### config.mk
export PLATFORM = sky130hd
export DESIGN_NAME = rwc_reset_watchdog
export DESIGN_NICKNAME = d
export VERILOG_FILES = /design/src/core/rwc_pkg.sv /design/src/core/rwc_reset_watchdog.sv
export SDC_FILE = /design/constraint.sdc
export NUM_CORES = 1
export LEC_CHECK = 0
export BUFFER_PORTS_ARGS = -buffer_cell sky130_fd_sc_hd__buf_2
export CAP_MARGIN = 0
export CORE_AREA = 2 2 103 105
export CTS_CLUSTER_SIZE = 28
export DETAILED_ROUTE_END_ITERATION = 10
export DIE_AREA = 0 0 105 107
export GPL_TIMING_DRIVEN = 0
export PLACE_DENSITY_LB_ADDON = 0.12
export SETUP_SLACK_MARGIN = 0.4
export SYNTH_ARGS = -nofsm -noshare
export SYNTH_HDL_FRONTEND = slang
export SYNTH_SLANG_ARGS = --single-unit
### constraint.sdc
create_clock -name ref_clk_in -period 2.81 [get_ports ref_clk_in]
set_clock_uncertainty 0.1 [all_clocks]
set_input_delay 0.281 -clock ref_clk_in [delete_from_list [all_inputs] [get_ports ref_clk_in]]
set_output_delay 0.281 -clock ref_clk_in [all_outputs]
set_load 0.02 [all_outputs]
### src/core/rwc_pkg.sv
package rwc_pkg;

  // register addresses on the plain register port
  localparam logic [7:0] WD_CTRL_ADDR  = 8'h60;
  localparam logic [7:0] REF_CTRL_ADDR = 8'h61;
  localparam logic [7:0] RST_STAT_ADDR = 8'h62;

  // watchdog control register fields
  localparam int WC_IRQ_FLAG  = 7;
  localparam int WC_IRQ_EN    = 6;
  localparam int WC_PRESCALE3 = 5;
  localparam int WC_CHG_EN    = 4;
  localparam int WC_RST_EN    = 3;

  // reference control register fields
  localparam int RC_CMP_REF_SEL = 0;
  localparam int RC_ADC_EN      = 1;

  // reset status register fields
  localparam int RS_POWER_ON = 0;
  localparam int RS_EXTERNAL = 1;
  localparam int RS_BROWNOUT = 2;
  localparam int RS_WATCHDOG = 3;
  localparam int RS_SCAN     = 4;

  // synchroniser lanes
  localparam int SY_POWER_OK = 0;
  localparam int SY_EXT_N    = 1;
  localparam int SY_BROWNOUT = 2;
  localparam int SY_SCAN     = 3;
  localparam int SY_OSC      = 4;

  localparam logic [7:0] WD_CTRL_RESET  = 8'h00;
  localparam logic [1:0] REF_CTRL_RESET = 2'h0;
  localparam logic [4:0] RST_STAT_RESET = 5'h01;
  localparam logic [4:0] SYNC_IDLE      = 5'h03;

  // change-enable stays open for this many clock cycles
  localparam logic [2:0] CHG_WINDOW = 3'h4;
  localparam logic [3:0] PRESCALE_MAX = 4'h9;

  // timing
  localparam longint CLK_HZ             = 200_000_000;
  localparam longint WD_OSC_HZ          = 128_000;
  localparam longint WD_MIN_TIMEOUT_MS  = 16;
  localparam longint WD_BASE_TICKS      =
    WD_OSC_HZ * WD_MIN_TIMEOUT_MS / 1000;
  localparam longint STARTUP_BASE_NS    = 4000;
  localparam longint STARTUP_BASE_CYCLES =
    (STARTUP_BASE_NS * (CLK_HZ / 1_000_000) + 999) / 1000;

endpackage : rwc_pkg

### src/core/rwc_reset_watchdog.sv
// How it works
// - reset returns registers; core restarts at vector
// - any source but the watchdog resets sys_rst_n_out and irq_req_out without a clock
// - delay counter stretches reset after sources clear
// - five sources: power, pin, watchdog, brownout, scan
// - supply rise starts delay; drop resets immediately
// - long low pin pulse resets, clock or not
// - pin release runs the delay before start
// - enabled brownout resets now; clears via delay
// - scan reset bit holds reset while one
// - watchdog reset is one-cycle pulse, delay after
// - reference on for brownout, comparator, converter
// - watchdog counts slow oscillator ticks to time-out
// - restart instruction clears the watchdog counter
// - time-out selectable from 16ms to 8s
// - interrupt mode raises a wake-capable interrupt
// - combined mode: interrupt first, reset next
// - always-on fuse forces reset mode, irq off
// - window write sets reset-enable and prescale
// - change-enable clears itself after four cycles
// - reset-enable reads set while watchdog flag set
// - irq flag set on expiry, cleared ack/write-one
// - vector in combined mode clears irq enable
//
// The strobed register port and the register addresses are this design's own decisions.
`timescale 1ns/1ps
`default_nettype none

module rwc_reset_watchdog
  import rwc_pkg::*;
#(
  parameter int unsigned DLY_BASE = 32'(STARTUP_BASE_CYCLES),
  parameter int unsigned WD_BASE  = 32'(WD_BASE_TICKS),
  parameter int unsigned DLY_W    = 24,
  parameter int unsigned WD_W     = 24
) (
  input  wire logic       ref_clk_in,
  input  wire logic       rstn_in,
  input  wire logic       power_ok_in,
  input  wire logic       ext_rst_n_in,
  input  wire logic       brownout_low_in,
  input  wire logic       brownout_detector_en_in,
  input  wire logic       scan_rst_in,
  input  wire logic       wd_osc_in,
  input  wire logic [1:0] startup_time_fuse_in,
  input  wire logic [3:0] clock_select_fuse_in,
  input  wire logic       watchdog_always_on_fuse_in,
  input  wire logic       wd_restart_in,
  input  wire logic       irq_ack_in,
  input  wire logic [7:0] addr_in,
  input  wire logic [7:0] wr_data_in,
  input  wire logic       wr_en_in,
  input  wire logic       rd_en_in,
  output logic      [7:0] rd_data_out,
  output logic            sys_rst_n_out,
  output logic            irq_req_out,
  output logic            ref_en_out
);

  // combined asynchronous reset sources; the external pin pulse filter
  // is analog and sits outside this block
  wire src_active = !power_ok_in | !ext_rst_n_in |
                    (brownout_low_in & brownout_detector_en_in) |
                    scan_rst_in;
  wire hold_rst_n = rstn_in & !src_active;

  logic [4:0]       sync_a;
  logic [4:0]       sync_b;
  logic             osc_prev;
  logic [DLY_W-1:0] dly_cnt;
  logic             wd_rst_pulse;
  logic             irq_flag;
  logic             irq_en;
  logic             rst_en;
  logic             chg_en;
  logic [2:0]       chg_cnt;
  logic [3:0]       prescale;
  logic [WD_W-1:0]  wd_cnt;
  logic [1:0]       ref_ctrl;
  logic [4:0]       rst_flags;

  // level synchronisers; only the second stage is read
  always_ff @(posedge ref_clk_in or negedge rstn_in) begin
    if (!rstn_in) begin
      sync_a   <= SYNC_IDLE;
      sync_b   <= SYNC_IDLE;
      osc_prev <= 1'b0;
    end else begin
      sync_a   <= {wd_osc_in, scan_rst_in,
                   brownout_low_in & brownout_detector_en_in,
                   ext_rst_n_in, power_ok_in};
      sync_b   <= sync_a;
      osc_prev <= sync_b[SY_OSC];
    end
  end

  wire osc_tick = sync_b[SY_OSC] & !osc_prev;

  // delay counter length from the start-up and clock-select fuses
  wire [2:0]       dly_shift  = {clock_select_fuse_in[3],
                                 startup_time_fuse_in};
  wire [DLY_W-1:0] dly_target = DLY_W'(DLY_BASE) << dly_shift;
  wire [DLY_W-1:0] dly_last   = dly_target - 1'b1;
  wire             dly_done   = (dly_cnt == dly_last);

  // internal reset: set at once by any source but the watchdog, whose pulse
  // sets it on the next clock edge; released only when the delay counter
  // has run out after every source went quiet
  always_ff @(posedge ref_clk_in or negedge hold_rst_n) begin
    if (!hold_rst_n) begin
      sys_rst_n_out <= 1'b0;
      dly_cnt       <= '0;
    end else if (wd_rst_pulse) begin
      sys_rst_n_out <= 1'b0;
      dly_cnt       <= '0;
    end else if (!sys_rst_n_out) begin
      if (dly_done) begin
        sys_rst_n_out <= 1'b1;
      end else begin
        dly_cnt <= dly_cnt + 1'b1;
      end
    end
  end

  // register decode
  wire wr_wd  = wr_en_in && (addr_in == WD_CTRL_ADDR);
  wire wr_ref = wr_en_in && (addr_in == REF_CTRL_ADDR);
  wire wr_st  = wr_en_in && (addr_in == RST_STAT_ADDR);
  wire wr_ce  = wr_data_in[WC_CHG_EN];
  wire wr_re  = wr_data_in[WC_RST_EN];
  wire [3:0] wr_prescale = {wr_data_in[WC_PRESCALE3], wr_data_in[2:0]};

  wire open_seq = wr_wd && wr_ce && wr_re && !chg_en;
  wire win_wr   = wr_wd && chg_en && !wr_ce;

  wire fuse_on   = watchdog_always_on_fuse_in;
  wire wd_flag   = rst_flags[RS_WATCHDOG];
  wire re_eff    = rst_en | wd_flag | fuse_on;
  wire ie_eff    = irq_en & !fuse_on;
  wire wd_run    = re_eff | ie_eff;

  wire [3:0]      ps_sel   = (prescale > PRESCALE_MAX) ? PRESCALE_MAX
                                                       : prescale;
  wire [WD_W-1:0] wd_limit = WD_W'(WD_BASE) << ps_sel;
  wire [WD_W-1:0] wd_last  = wd_limit - 1'b1;

  wire wd_exp   = wd_run && osc_tick && !wd_restart_in &&
                  (wd_cnt == wd_last);
  // combined mode: a pending, unserviced interrupt turns the next
  // expiry into a reset
  wire exp_irq  = wd_exp && ie_eff && !(re_eff && irq_flag);
  wire exp_rst  = wd_exp && re_eff && !(ie_eff && !irq_flag);

  // next values of the watchdog control bits
  logic next_rst_en;
  logic next_irq_en;
  logic next_irq_flag;

  always_comb begin
    if (fuse_on) begin
      next_rst_en = 1'b1;
    end else if (win_wr) begin
      next_rst_en = wr_re | wd_flag;
    end else if (wr_wd && wr_re) begin
      next_rst_en = 1'b1;
    end else begin
      next_rst_en = rst_en;
    end
  end

  always_comb begin
    if (fuse_on) begin
      next_irq_en = 1'b0;
    end else if (wr_wd) begin
      next_irq_en = wr_data_in[WC_IRQ_EN];
    end else if (irq_ack_in && re_eff) begin
      next_irq_en = 1'b0;
    end else begin
      next_irq_en = irq_en;
    end
  end

  // a new expiry wins over a clear in the same cycle
  always_comb begin
    if (exp_irq) begin
      next_irq_flag = 1'b1;
    end else if (irq_ack_in || (wr_wd && wr_data_in[WC_IRQ_FLAG])) begin
      next_irq_flag = 1'b0;
    end else begin
      next_irq_flag = irq_flag;
    end
  end

  wire [3:0] next_prescale = win_wr ? wr_prescale : prescale;

  // watchdog control state: an I/O register, cleared by internal reset
  always_ff @(posedge ref_clk_in or negedge sys_rst_n_out) begin
    if (!sys_rst_n_out) begin
      irq_flag    <= WD_CTRL_RESET[WC_IRQ_FLAG];
      irq_en      <= WD_CTRL_RESET[WC_IRQ_EN];
      rst_en      <= WD_CTRL_RESET[WC_RST_EN];
      prescale    <= {WD_CTRL_RESET[WC_PRESCALE3], WD_CTRL_RESET[2:0]};
      irq_req_out <= 1'b0;
      ref_ctrl    <= REF_CTRL_RESET;
    end else begin
      irq_flag    <= next_irq_flag;
      irq_en      <= next_irq_en;
      rst_en      <= next_rst_en;
      prescale    <= next_prescale;
      irq_req_out <= next_irq_flag & next_irq_en & !fuse_on;
      ref_ctrl    <= wr_ref ? wr_data_in[1:0] : ref_ctrl;
    end
  end

  // change window: open for exactly CHG_WINDOW cycles, not restartable
  always_ff @(posedge ref_clk_in or negedge sys_rst_n_out) begin
    if (!sys_rst_n_out) begin
      chg_en  <= WD_CTRL_RESET[WC_CHG_EN];
      chg_cnt <= 3'h0;
    end else if (open_seq) begin
      chg_en  <= 1'b1;
      chg_cnt <= CHG_WINDOW - 3'h1;
    end else if (chg_en) begin
      chg_en  <= (chg_cnt != 3'h0);
      chg_cnt <= chg_cnt - 3'h1;
    end
  end

  // watchdog counter and its one-cycle reset pulse
  always_ff @(posedge ref_clk_in or negedge sys_rst_n_out) begin
    if (!sys_rst_n_out) begin
      wd_cnt       <= '0;
      wd_rst_pulse <= 1'b0;
    end else begin
      if (wd_restart_in || !wd_run || wd_exp) begin
        wd_cnt <= '0;
      end else if (osc_tick) begin
        wd_cnt <= wd_cnt + 1'b1;
      end
      wd_rst_pulse <= exp_rst;
    end
  end

  // reset cause flags survive internal reset; hardware set beats clear
  wire [4:0] flag_set;
  assign flag_set[RS_POWER_ON] = !sync_b[SY_POWER_OK];
  assign flag_set[RS_EXTERNAL] = !sync_b[SY_EXT_N];
  assign flag_set[RS_BROWNOUT] = sync_b[SY_BROWNOUT];
  assign flag_set[RS_WATCHDOG] = wd_rst_pulse;
  assign flag_set[RS_SCAN]     = sync_b[SY_SCAN];
  wire [4:0] flag_keep = wr_st ? wr_data_in[4:0] : 5'h1F;

  always_ff @(posedge ref_clk_in or negedge rstn_in) begin
    if (!rstn_in) begin
      rst_flags  <= RST_STAT_RESET;
      ref_en_out <= 1'b0;
    end else begin
      rst_flags  <= (rst_flags & flag_keep) | flag_set;
      ref_en_out <= brownout_detector_en_in |
                    ref_ctrl[RC_CMP_REF_SEL] | ref_ctrl[RC_ADC_EN];
    end
  end

  // read port: data valid only in the cycle after the strobe
  wire [7:0] wd_rd = {irq_flag, ie_eff, prescale[3], chg_en,
                      re_eff, prescale[2:0]};
  wire [7:0] rd_mux =
    (addr_in == WD_CTRL_ADDR)  ? wd_rd :
    (addr_in == REF_CTRL_ADDR) ? {6'h00, ref_ctrl} :
    (addr_in == RST_STAT_ADDR) ? {3'h0, rst_flags} : 8'h00;

  always_ff @(posedge ref_clk_in or negedge rstn_in) begin
    if (!rstn_in) begin
      rd_data_out <= 8'h00;
    end else begin
      rd_data_out <= rd_en_in ? rd_mux : 8'h00;
    end
  end
endmodule : rwc_reset_watchdog

`default_nettype wire

Yosys cells after proc, flatten, opt, wreduce, memory -nomap -nowiden --
Cells that the tools add are included.
Word-level totals: logic and storage cells 118, bits of input ports 35, output and inout port bits 11, register bits 89
Operators by class: $add $sub $neg 5, bitwise operators 17, eq/ne operators 7, reduce and logical (&&, ||, !) cells 42, shifts and indexed selects 2, $lt $le $gt $ge 1, multiplexer cells 26
Operator list (count):
- 24-bit two-way mux | 5
- 24-bit by 1-bit adder with 24-bit output, second input constant | 2
- 24-bit equality test | 2
- 24-bit by 1-bit subtractor with 24-bit output, second input constant | 2
- 8-bit by 7-bit equality test with 1-bit output, second input constant | 3
- 10-bit by 3-bit left shift with 24-bit output, first input constant | 1
- 12-bit by 4-bit left shift with 24-bit output, first input constant | 1
- 1-bit logical AND | 20
- 8-bit two-way mux | 2
- 5-bit two-way mux | 3
- 1-bit logical NOT | 14
- 1-bit two-way mux | 13
- 1-bit OR | 9
- 1-bit bitwise AND | 6
- 3-bit two-way mux | 2
- 3-bit nonzero test | 2
- 5-bit bitwise AND | 1
- 5-bit OR | 1
- 4-bit > comparator, second input constant | 1
- 4-bit two-way mux | 1
- 2-bit nonzero test | 2
- 1-bit logical OR | 3
- 3-bit by 1-bit subtractor with 3-bit output, second input constant | 1
- 2-bit by 1-bit != test with 1-bit output, second input constant | 1
- 2 further kinds | 2

Logic depth before layout (Yosys ltp) --
Gate-level depths: netlist (run 1).
depth in word-level cells 11, mapped depth 14, depth with buffers taken out 11

Worst setup path after synthesis (run 1) --
Ideal clock, no wire load.
path kind input to register, start in startup_time_fuse_in[1], end reg dly_cnt[4], setup slack -0.353 ns, data required time 2.585 ns, library setup time 0.125 ns, stages 13, buffers on the path 3, data arrival time 2.939 ns, cells stage by stage buf_6 > inv_1 > ha_1 > clkbuf_1 > nand2b_1 > ha_1 > nor4bb_1 > or4b_4 > a31oi_4 > a21oi_1 > buf_2 > nand3_1 > mux2_2
Between the ends: cells in the longest elaborated chain, start to end 5
RTL lines:
- from (decl) | line rwc_reset_watchdog.sv:45 | input wire logic [1:0] startup_time_fuse_in,
- 10-bit by 3-bit left shift with 24-bit output | line rwc_reset_watchdog.sv:102 | wire [DLY_W-1:0] dly_target = DLY_W'(DLY_BASE) << dly_shift;
- 24-bit by 1-bit subtractor with 24-bit output | line rwc_reset_watchdog.sv:103 | wire [DLY_W-1:0] dly_last = dly_target - 1'b1;
- 24-bit equality test | line rwc_reset_watchdog.sv:104 | wire dly_done = (dly_cnt == dly_last);
- 2-bit != test (no source line)
- 2-bit AND reduction (no source line)
- to (signal assigned) | line rwc_reset_watchdog.sv:120 | dly_cnt <= dly_cnt + 1'b1;
- to (decl) | line rwc_reset_watchdog.sv:70 | logic [DLY_W-1:0] dly_cnt;
No other way between the ends. A chain may end at the register's enable or synchronous reset.

Final worst setup path (run 1) --
start in startup_time_fuse_in[1], end reg dly_cnt[13]
The elaborated chain is that of the path after synthesis.

==> metrics.csv, run 1 <==
stage,metric,value,unit
clocking,worst skew pair latency,0.37,ns
clocking,Root Buffer,clkbuf_8,
worst_setup_path,r2r endpoint,irq_flag$_DFF_PN0_,
clocking,clock-pin slew on the worst setup and hold paths,0.10,ns
timing,Final Cycle Share,98.1,%
grt,GR Overflow Total,0,
place,cell count after placement,691,
logic_synthesis,"Primary FF master, synth",dfrtp_1,
route,DR pass1 iterations,4,
timing,hold_ws,0.00594,ns
place,placed inst area,0.00560,mm²
worst_setup_path,critical path startpoint category,input pin,
worst_setup_path,flop2flop setup slack,0.10,ns
worst_setup_path,crit end category,flop,
timing,RSZ-0062 raised after global routing,true,
timing,# setup viols final,0,
hold_path,worst min-delay path class,flop to asynchronous set/reset pin,
floorplanning,Std-Cell Rows,37,
place,DPL Wire Length,7710,µm
grt,global-route wire length before repair,19900,µm
worst_setup_path,worst r2r path cells,13,
logic_synthesis,Netlist cell types,69,
worst_setup_path,"Max FO, Critical Path",6,
timing,minimum clock period after layout,2.76,ns
worst_setup_path,worst r2r src,prescale[1]$_DFFE_PN0P_,
grt,initial antenna violation count,0,
status,status,finished clean,
timing,Slew headroom,34.5,%
clocking,htree depth,3,
clocking,clock sinks,89,
floorplanning,core box area,0.0101,mm²
place,GPL Wtd Cong,0.814,
clocking,TritonCTS buffer count,9,
place,dpl ws,-0.656,ns
floorplanning,Die X,105,µm
timing,endpoints failing hold,0,
layout,share of cells above drive strength 1,38.2,%
worst_setup_path,WP data required,2.98,ns
logic_synthesis,async set-reset flop share out of synthesis,100,%
grt,pin count of the biggest net entering global routing,40,
timing,fin. max-slew vios,0,
timing,Fin Setup TNS,0,ns
power_and_ir_drop,pwr dens,414,mW/mm²
grt,GRT Resource Usage Total,22.4,%
route,DR WL/cell,15.9,µm
floorplanning,Starting Density,49.5,%
place,port buffer count,41,
power_and_ir_drop,Static Leak,2.97,nW
logic_synthesis,Synth Net Count,557,
layout,Final Util,66.6,%
logic_synthesis,Synth Register Bits,89,
floorplanning,die area,0.0112,mm²
logic_synthesis,Post-Syn Area per Cell,9.75,µm²
power_and_ir_drop,Final Power,2.78,mW
logic_synthesis,Synthesis Warnings,0,
layout,antenna cells,0,
grt,vias in the first global route,4107,
power_and_ir_drop,maximum vdd drop,0.303,mV
route,routed vias/inst,5.42,
route,antenna-violating nets left,0,
floorplanning,I/O pins,46,
logic_synthesis,synthesized cell area,0.00499,mm²
logic_synthesis,Post-Synthesis Cells,512,
floorplanning,Die Height,107,µm
layout,Final Cell Area,0.00672,mm²
logic_synthesis,register area share after synthesis,44.7,%
timing,final worst setup slack,0.0540,ns
route,WL final,12000,µm
logic_synthesis,Post-synth EDFFs,0,
layout,nets,658,
clocking,Clock Tree Buf Depth,2,
route,detailed-route via count,4085,
route,Initial DRC Count,108,
layout,final std cells w/o fill,754,
route,drt drc,0,
timing,Fmax,363,MHz
layout,Area Overhead vs Synth,34.5,%
clocking,CTS tree,done,
worst_setup_path,crit path from,startup_time_fuse_in[1],
timing,Worst Max-Slew Pin Slew,0.983,ns
worst_setup_path,worst setup path class,input pin to flop,
job,Max Cap Viol,0,
worst_setup_path,CP Data Arrival Time,2.92,ns
critical path, cell delays in order:
cell and delay [ns]:
buf_8 0.10, buf_8 0.11, inv_6 0.04, ha_4 0.18
buf_6 0.12, or3_4 0.36, o22a_1 0.22, or4b_4 0.50
a31oi_4 0.28, a211oi_4 0.11, buf_6 0.15, and3_4 0.17
mux2_4 0.29
synth_stat cells, types with 3 or more instances:
master / instances / area [µm²]
dfrtp_1: 84 / 2100
nor2_1: 79 / 297
nand2_1: 29 / 109
xor2_1: 24 / 210
xnor2_1: 22 / 193
clkbuf_1: 19 / 71.3
nor2b_1: 19 / 119
mux2_2: 18 / 203
o21ai_0: 17 / 85.1
inv_1: 16 / 60.1
nand3_1: 15 / 75.1
and3_1: 14 / 87.6
nand4_1: 13 / 81.3
nor3_1: 13 / 65.1
a21oi_1: 12 / 60.1
ha_1: 10 / 125
mux2i_1: 10 / 100
and2_1: 7 / 43.8
nand2b_1: 7 / 43.8
dfstp_2: 5 / 131
nor4b_1: 5 / 43.8
nand4b_1: 4 / 35.0
nor3b_1: 4 / 30.0
or3_1: 4 / 25.0
and4_1: 3 / 26.3
buf_6: 3 / 33.8
nand3b_1: 3 / 22.5
nor4_1: 3 / 18.8
or4_1: 3 / 22.5
layout make-up:
| type | count | area [µm²] |
|---|---|---|
| fillers | 812 | 3380 |
| multi-input cells | 383 | 3160 |
| flip-flops and latches | 89 | 2240 |
| repair buffers | 90 | 677 |
| plain buffers | 24 | 223 |
| well taps | 136 | 170 |
| clock buffers | 9 | 124 |
| inverters | 16 | 65.1 |
| clock inverters | 7 | 55.1 |
cell families after synthesis:
logic type | share of synthesized area (%)
AOI/OAI and AO/OA | 7.67
xor gates and xnor gates | 9.00
adders and majority gates | 2.51
buffers and inverters | 3.51
DFF | 44.7
muxes | 6.89
and+or+nand+nor | 25.7
cells in the final DEF (no fill, tap or decap), types with 11 or more instances in the layout:
cell type  instances
dfrtp_1           78
nor2_1            59
buf_2             39
buf_4             30
nand2_1           27
xor2_1            23
nor2b_1           19
xnor2_1           18
nor2_2            16
mux2_4            16
o21ai_0           15
inv_1             14
nand4_1           13
buf_6             12
clkbuf_8          12
and3_1            11
state kept, by name (all words and copies together), names as in the netlist, 2 cells and up:
signal       count
chg_cnt          3
rst_flags        5
sync_b           5
wd_cnt          24
ref_ctrl         2
dly_cnt         24
sync_a           5
prescale         4
rd_data_out      8
layer usage:
metal  vias to the layer above  routed length (µm)  GRT usage, %  part of all wire [%]
met4                         0                 204          7.81                   1.7
met5                         -                   0             0                     0
met3                        16                 340          3.47                   2.8
met1                      2023                5430          28.3                    45
li1                       1974                   -             -                     -
met2                        72                5980          39.1                    50
repair_timing:
item | CTS | global route
gates cloned | 2 | 0
gates resized for setup | 72 | 61
pin swaps | 28 | 31
setup buffers | 29 | 10
endpoints found under the hold margin | 25 | 0
hold buffers | 6 | 0
endpoints found under the setup margin | 54 | 55
how the worst max path moves through the flow:
stage | end | slack [ns] | depth (start not counted)
global placement | dly_cnt[12]$_DFFE_PN0P_ | -0.73 | 14
CTS | dly_cnt[13]$_DFFE_PN0P_ | -0.05 | 13
finish | dly_cnt[13]$_DFFE_PN0P_ | 0.05 | 13
global route | wd_cnt[18]$_DFFE_PN0P_ | -0.05 | 14
floorplan | dly_cnt[15]$_DFFE_PN0P_ | -0.17 | 12
detailed placement | dly_cnt[16]$_DFFE_PN0P_ | -0.66 | 14
where the power goes:
group,internal [mW],switching [mW]
sequential,1.36,0.0752
combinational,0.284,0.231
clock,0.330,0.497
Power figures use the tool's default switching activity.
==> run 2: changes to the inputs <==
--- a/config.mk
+++ b/config.mk
@@ -14,6 +14,7 @@
 export GPL_TIMING_DRIVEN = 0
 export PLACE_DENSITY_LB_ADDON = 0.12
 export SETUP_SLACK_MARGIN = 0.4
+export SKIP_CTS_REPAIR_TIMING = 1
 export SYNTH_ARGS = -nofsm -noshare
 export SYNTH_HDL_FRONTEND = slang
 export SYNTH_SLANG_ARGS = --single-unit
==> constraint.sdc (replaced) <==
create_clock -name ref_clk_in -period 2.81 [get_ports ref_clk_in]
set_clock_uncertainty 0.1 [all_clocks]
set_input_delay 0.281 -clock ref_clk_in [delete_from_list [all_inputs] [get_ports ref_clk_in]]
set_output_delay 0.281 -clock ref_clk_in [all_outputs]
set_load 0.01 [all_outputs]
==> metrics.csv, run 2 (synthesis gave the netlist of run 1 again) <==
stage,metric,value,unit
grt,pin count of the biggest net entering global routing,28,
timing,# setup viols final,30,
layout,"commonest non-fill, non-tap cell in the layout",dfrtp_1,
place,port buffer count,41,
layout,antenna cells,0,
place,dpl ws,-0.718,ns
floorplanning,core box area,0.0101,mm²
status,violated checks,setup timing,
floorplanning,Die Height,107,µm
route,WL final,11800,µm
hold_path,worst min-delay path class,input pin to flop,
floorplanning,Die X,105,µm
clocking,htree depth,3,
layout,final std cells w/o fill,744,
power_and_ir_drop,pwr dens,432,mW/mm²
timing,Final Cycle Share,103,%
clocking,clock sinks,89,
route,routed vias/inst,5.47,
grt,GR Overflow Total,0,
layout,nets,648,
clocking,Clock Tree Buf Depth,2,
worst_setup_path,crit-path leading delay family,simple AND/OR/NAND/NOR gates,
worst_setup_path,cell mode on critical path,nor4_4,
timing,endpoints failing hold,0,
floorplanning,Starting Density,49.5,%
timing,final worst setup slack,-0.0706,ns
floorplanning,I/O pins,46,
timing,Fmax,347,MHz
clocking,CTS tree,done,
worst_setup_path,"Max FO, Critical Path",8,
clocking,TritonCTS buffer count,9,
layout,Final Util,63.3,%
timing,fin. max-slew vios,0,
grt,global-route wire length before repair,18400,µm
route,DR WL/cell,15.9,µm
layout,register area,0.00224,mm²
clocking,clock-pin slew on the worst setup and hold paths,0.10,ns
layout,most frequent cells in the layout,"dfrtp_1 (79), nor2_1 (53), buf_2 (42), nand2_1 (28), buf_4 (27)",
grt,GRT Resource Usage Total,20.7,%
route,detailed-route via count,4073,
layout,biggest registers after layout,"dly_cnt (24), wd_cnt (24), rd_data_out (8)",
grt,vias in the first global route,3915,
power_and_ir_drop,maximum vdd drop,0.355,mV
worst_setup_path,critical path startpoint category,flop,
route,DR pass1 iterations,4,
timing,hold_ws,0.00129,ns
route,antenna-violating nets left,0,
timing,minimum clock period after layout,2.88,ns
grt,initial antenna violation count,0,
place,DPL Wire Length,8020,µm
route,drt drc,0,
worst_setup_path,crit end category,flop,
timing,RSZ-0062 raised after global routing,true,
layout,multi-input logic area,0.00293,mm²
worst_setup_path,"Buf+Inv Stages, Crit Path",1,
place,placed inst area,0.00562,mm²
route,Initial DRC Count,151,
clocking,worst skew pair latency,0.38,ns
worst_setup_path,"Critical Path, Cell by Cell",or4_4 > nor4_4 > o2111ai_2 > nor4_4 > a211oi_2 > buf_6 > and3_4 > mux2_4,
power_and_ir_drop,Static Leak,2.83,nW
job,Max Cap Viol,0,
place,cell count after placement,691,
place,GPL Wtd Cong,0.830,
layout,# fillers,858,
worst_setup_path,Slowest cell on crit path,or4_4,
layout,share of cells above drive strength 1,34.5,%
floorplanning,Std-Cell Rows,37,
layout,Final Cell Area,0.00639,mm²
timing,Slew headroom,51.0,%
floorplanning,die area,0.0112,mm²
status,status,"finished, violations left",
layout,Area Overhead vs Synth,27.9,%
worst_setup_path,worst setup path class,flop to flop,
timing,Worst Max-Slew Pin Slew,0.734,ns
worst_setup_path,CP Data Arrival Time,3.05,ns
worst_setup_path,WP data required,2.98,ns
worst_setup_path,Critical Path Max Stage Delay,0.55,ns
clocking,Root Buffer,clkbuf_8,
run 2: changes by cell type in the layout (fill, tap and decap cells not counted), moves of 4 or more:
cell,previous run,this run
buf_6,12,8
buf_8,10,5
mux2_2,5,10
mux2_4,16,10
nand3_4,6,1
nor2_1,59,53
nor2_2,16,25
run 2: cell type report:
cell class                      instances  share of cell area [%]
Multi-Input combinational cell        383                    45.8
Sequential cell                        89                    35.1
Timing Repair Buffer                   80                    9.26
Buffer                                 24                    3.17
Tap cell                              136                    2.66
Clock buffer                           11                    2.06
Clock inverter                          5                    1.02
Inverter                               16                   0.979
run 2: worst reg2reg max path, cell delays in order (launching register included):
cell       delay (ns)
dfrtp_1          0.42
or4_4            0.55
nor4_4           0.31
o2111ai_2        0.20
nor4_4           0.40
a211oi_2         0.16
buf_6            0.17
and3_4           0.17
mux2_4           0.28
run 2: power by group:
group          switching [mW]  total (mW)  leakage, nW  internal, mW
clock network           0.480       0.899       0.0917         0.419
logic                   0.199       0.416         1.58         0.216
registers              0.0829        1.45         1.15          1.36
run 2: worst paths after layout:
kind | start | to | slack (ns) | cells after the start
worst max-delay path | dly_cnt[21]$_DFFE_PN0P_ | dly_cnt[13]$_DFFE_PN0P_ | -0.07 | 8
worst min register to register | sys_rst_n_out$_DFF_PN0_ | wd_cnt[23]$_DFFE_PN0P_ | 0.14 | 0
worst min-delay path | brownout_detector_en_in | ref_en_out$_DFF_PN0_ | 0.001 | 2
min in group asynchronous | brownout_detector_en_in | dly_cnt[18]$_DFFE_PN0P_ | 0.11 | 3
max in group asynchronous | rstn_in | dly_cnt[8]$_DFFE_PN0P_ | 0.96 | 5
worst max register to register | dly_cnt[21]$_DFFE_PN0P_ | dly_cnt[13]$_DFFE_PN0P_ | -0.07 | 8
run 2: metrics by stage:
stage | setup TNS (ns) | total power [mW]
2_1_floorplan | -2.63 | 1.71
3_3_place_gp | -25.38 | 1.80
5_1_grt | -4.04 | 2.88
6_report | -0.924 | 2.76
3_5_place_dp | -16.54 | 1.82
4_1_cts | -7.15 | 2.72
run 2: routing by layer:
metal | GRT usage [%] | routed length, µm | up-vias
met5 | 0 | 0 | -
met4 | 10.5 | 364 | 0
met3 | 3.59 | 381 | 26
met2 | 34.8 | 5950 | 92
met1 | 25.7 | 5110 | 2008
li1 | - | - | 1947
==> run 3: changes to the inputs <==
--- a/config.mk
+++ b/config.mk
@@ -5,12 +5,13 @@
 export SDC_FILE = /design/constraint.sdc
 export NUM_CORES = 1
 export LEC_CHECK = 0
+export ABC_AREA = 1
 export BUFFER_PORTS_ARGS = -buffer_cell sky130_fd_sc_hd__buf_2
 export CAP_MARGIN = 0
-export CORE_AREA = 2 2 103 105
+export CORE_AREA = 2 2 110 112
 export CTS_CLUSTER_SIZE = 28
 export DETAILED_ROUTE_END_ITERATION = 10
-export DIE_AREA = 0 0 105 107
+export DIE_AREA = 0 0 112 114
 export GPL_TIMING_DRIVEN = 0
 export PLACE_DENSITY_LB_ADDON = 0.12
 export SETUP_SLACK_MARGIN = 0.4
==> metrics.csv, run 3 <==
stage,metric,value,unit
status,status,finished clean,
layout,antenna cells,0,
timing,minimum clock period after layout,2.38,ns
layout,Area Overhead vs Synth,23.0,%
timing,Slew headroom,52.0,%
logic_synthesis,synthesized cell area,0.00563,mm²
floorplanning,Starting Density,48.1,%
logic_synthesis,"top cells by count, synth","nand2_1 (187), inv_1 (127), nand3_1 (88)",
place,GPL Wtd Cong,0.891,
timing,# setup viols final,0,
power_and_ir_drop,maximum vdd drop,0.315,mV
clocking,CTS tree,done,
layout,# fillers,1092,
logic_synthesis,Post-Synthesis Cells,794,
clocking,worst skew pair latency,0.35,ns
grt,initial antenna violation count,0,
timing,Final Cycle Share,84.8,%
layout,"commonest non-fill, non-tap cell in the layout",nand2_1,
layout,most frequent cells in the layout,"nand2_1 (184), inv_1 (121), nand3_1 (78), dfrtp_1 (78), nor2_1 (76)",
clocking,Root Buffer,clkbuf_16,
power_and_ir_drop,Static Leak,3.51,nW
logic_synthesis,async set-reset flop share out of synthesis,100,%
worst_setup_path,Critical Path Max Stage Delay,0.45,ns
route,Initial DRC Count,399,
power_and_ir_drop,pwr dens,414,mW/mm²
floorplanning,Die Height,114,µm
logic_synthesis,Post-synth EDFFs,0,
clocking,htree depth,3,
logic_synthesis,Synthesis Warnings,0,
clocking,clock sinks,89,
layout,share of cells above drive strength 1,18.5,%
timing,Worst Max-Slew Pin Slew,0.719,ns
route,routed vias/inst,5.29,
floorplanning,Die X,112,µm
worst_setup_path,worst setup path class,flop to flop,
logic_synthesis,largest area contributor in the synthesized netlist,dfrtp_1,
worst_setup_path,"Max FO, Critical Path",6,
clocking,clock-pin slew on the worst setup and hold paths,0.07,ns
logic_synthesis,Synth Register Bits,89,
place,port buffer count,42,
grt,GR Overflow Total,0,
logic_synthesis,Netlist cell types,40,
place,dpl ws,0.0244,ns
route,antenna-violating nets left,0,
logic_synthesis,"Primary FF master, synth",dfrtp_1,
floorplanning,I/O pins,46,
timing,endpoints failing hold,0,
grt,GRT Resource Usage Total,22.6,%
worst_setup_path,cell mode on critical path,nand4_1,
route,DR WL/cell,14.1,µm
timing,Fmax,420,MHz
timing,final worst setup slack,0.427,ns
logic_synthesis,most common cell in the netlist,nand2_1,
worst_setup_path,Slowest cell on crit path,dfrtp_2,
place,DPL Wire Length,10500,µm
timing,RSZ-0062 raised after global routing,true,
job,Max Cap Viol,0,
route,detailed-route via count,5479,
grt,global-route wire length before repair,23400,µm
layout,biggest registers after layout,"dly_cnt (24), wd_cnt (24), rd_data_out (8)",
layout,nets,928,
grt,pin count of the biggest net entering global routing,42,
logic_synthesis,Area contributors post-synth,"dfrtp_1 (37%), nand2_1 (12%), inv_1 (8.5%)",
route,WL final,14600,µm
worst_setup_path,"Critical Path, Cell by Cell",inv_2 > nand4_1 > ha_4 > xor2_2 > nand3_2 > a21oi_2 > nand4_1 > nor2_1 > nand4_1 > buf_6 > nand2_4 > buf_6 > nor3_2,
route,DR pass1 iterations,5,
worst_setup_path,CP Data Arrival Time,2.51,ns
floorplanning,die area,0.0128,mm²
worst_setup_path,WP data required,2.94,ns
worst_setup_path,critical path startpoint category,flop,
floorplanning,Std-Cell Rows,40,
timing,hold_ws,0.0272,ns
floorplanning,core box area,0.0117,mm²
logic_synthesis,Synth Net Count,839,
logic_synthesis,register area share after synthesis,39.6,%
worst_setup_path,crit end category,flop,
route,drt drc,0,
timing,fin. max-slew vios,0,
grt,vias in the first global route,5067,
clocking,TritonCTS buffer count,9,
logic_synthesis,Synth top area share,37.3,%
logic_synthesis,Post-Syn Area per Cell,7.09,µm²
clocking,Clock Tree Buf Depth,2,
hold_path,worst min-delay path class,input pin to flop,
-- run 3: cell types whose count changed in the layout (fill, tap and decap cells not counted), moves of 15 or more --
cell     before  now
nor2_2       25    8
inv_1        15  121
nor3_1        7   27
xnor2_1      20    5
nand3_1       8   78
nand2_1      28  184
nor2_1       53   76
nor2b_1      19    1
nand4_1      13   43
-- run 3: stage by stage --
step	TNS (ns)	instance area [µm²]	instances	power, mW	utilization (%)
6_report	0	6930	1035	2.87	59.2
5_1_grt	0	6930	1035	2.99	59.2
4_1_cts	0	6370	1000	2.86	54.4
3_5_place_dp	0	6050	984	1.55	51.7
3_3_place_gp	-0.757	6030	983	1.54	51.5
2_1_floorplan	0	5640	794	1.47	-
-- run 3: layout make-up --
cell class	instances	area, µm²	area share, %
multi-input cells	555	3030	43.8
flip-flops and latches	89	2240	32.4
repair buffers	78	534	7.71
inverters	132	505	7.30
clock buffers	11	233	3.36
well taps	147	184	2.65
plain buffers	18	111	1.61
clock inverters	5	86.3	1.25
-- run 3: path summary, 6_finish.rpt --
path	endpoint	slack [ns]	start	cells past startpoint
max	wd_cnt[7]$_DFFE_PN0P_	0.43	prescale[3]$_DFFE_PN0P_	13
min	ref_en_out$_DFF_PN0_	0.03	brownout_detector_en_in	3
max reg2reg	wd_cnt[7]$_DFFE_PN0P_	0.43	prescale[3]$_DFFE_PN0P_	13
min reg2reg	rst_en$_DFFE_PN0P_	0.22	sys_rst_n_out$_DFF_PN0_	0
max in group asynchronous	sys_rst_n_out$_DFF_PN0_	1.00	rstn_in	4
min in group asynchronous	rst_en$_DFFE_PN0P_	0.22	sys_rst_n_out$_DFF_PN0_	0
-- run 3: cells by family (layout without fill, tap and decap cells) --
family / Yosys count / count (layout) / synth area share (%)
compound gates: 52 / 52 / 5.02
xor+xnor: 33 / 33 / 5.13
fa+ha+maj: 10 / 10 / 2.22
buf+inv: 150 / 244 / 10.5
flops: 89 / 89 / 39.6
simple gates: 460 / 460 / 37.5
-- run 3: where the power goes --
part           switching, mW  internal [mW]
Combinational          0.144         0.0898
Sequential            0.0123           1.31
Clock                  0.525          0.790
-- run 3: per-layer routing --
metal,global-route usage (%),wire length [µm]
met2,39.1,7460
met5,0,0
met1,29.1,6460
met3,2.92,458
met4,8.29,254
-- run 3: critical path: cells and delay by family (launching register included) --
family	cells	cell delay, ns
compound gates	1	0.11
xor+xnor	1	0.16
fa+ha+maj	1	0.34
buf+inv	3	0.41
flops	1	0.45
simple gates	7	0.70
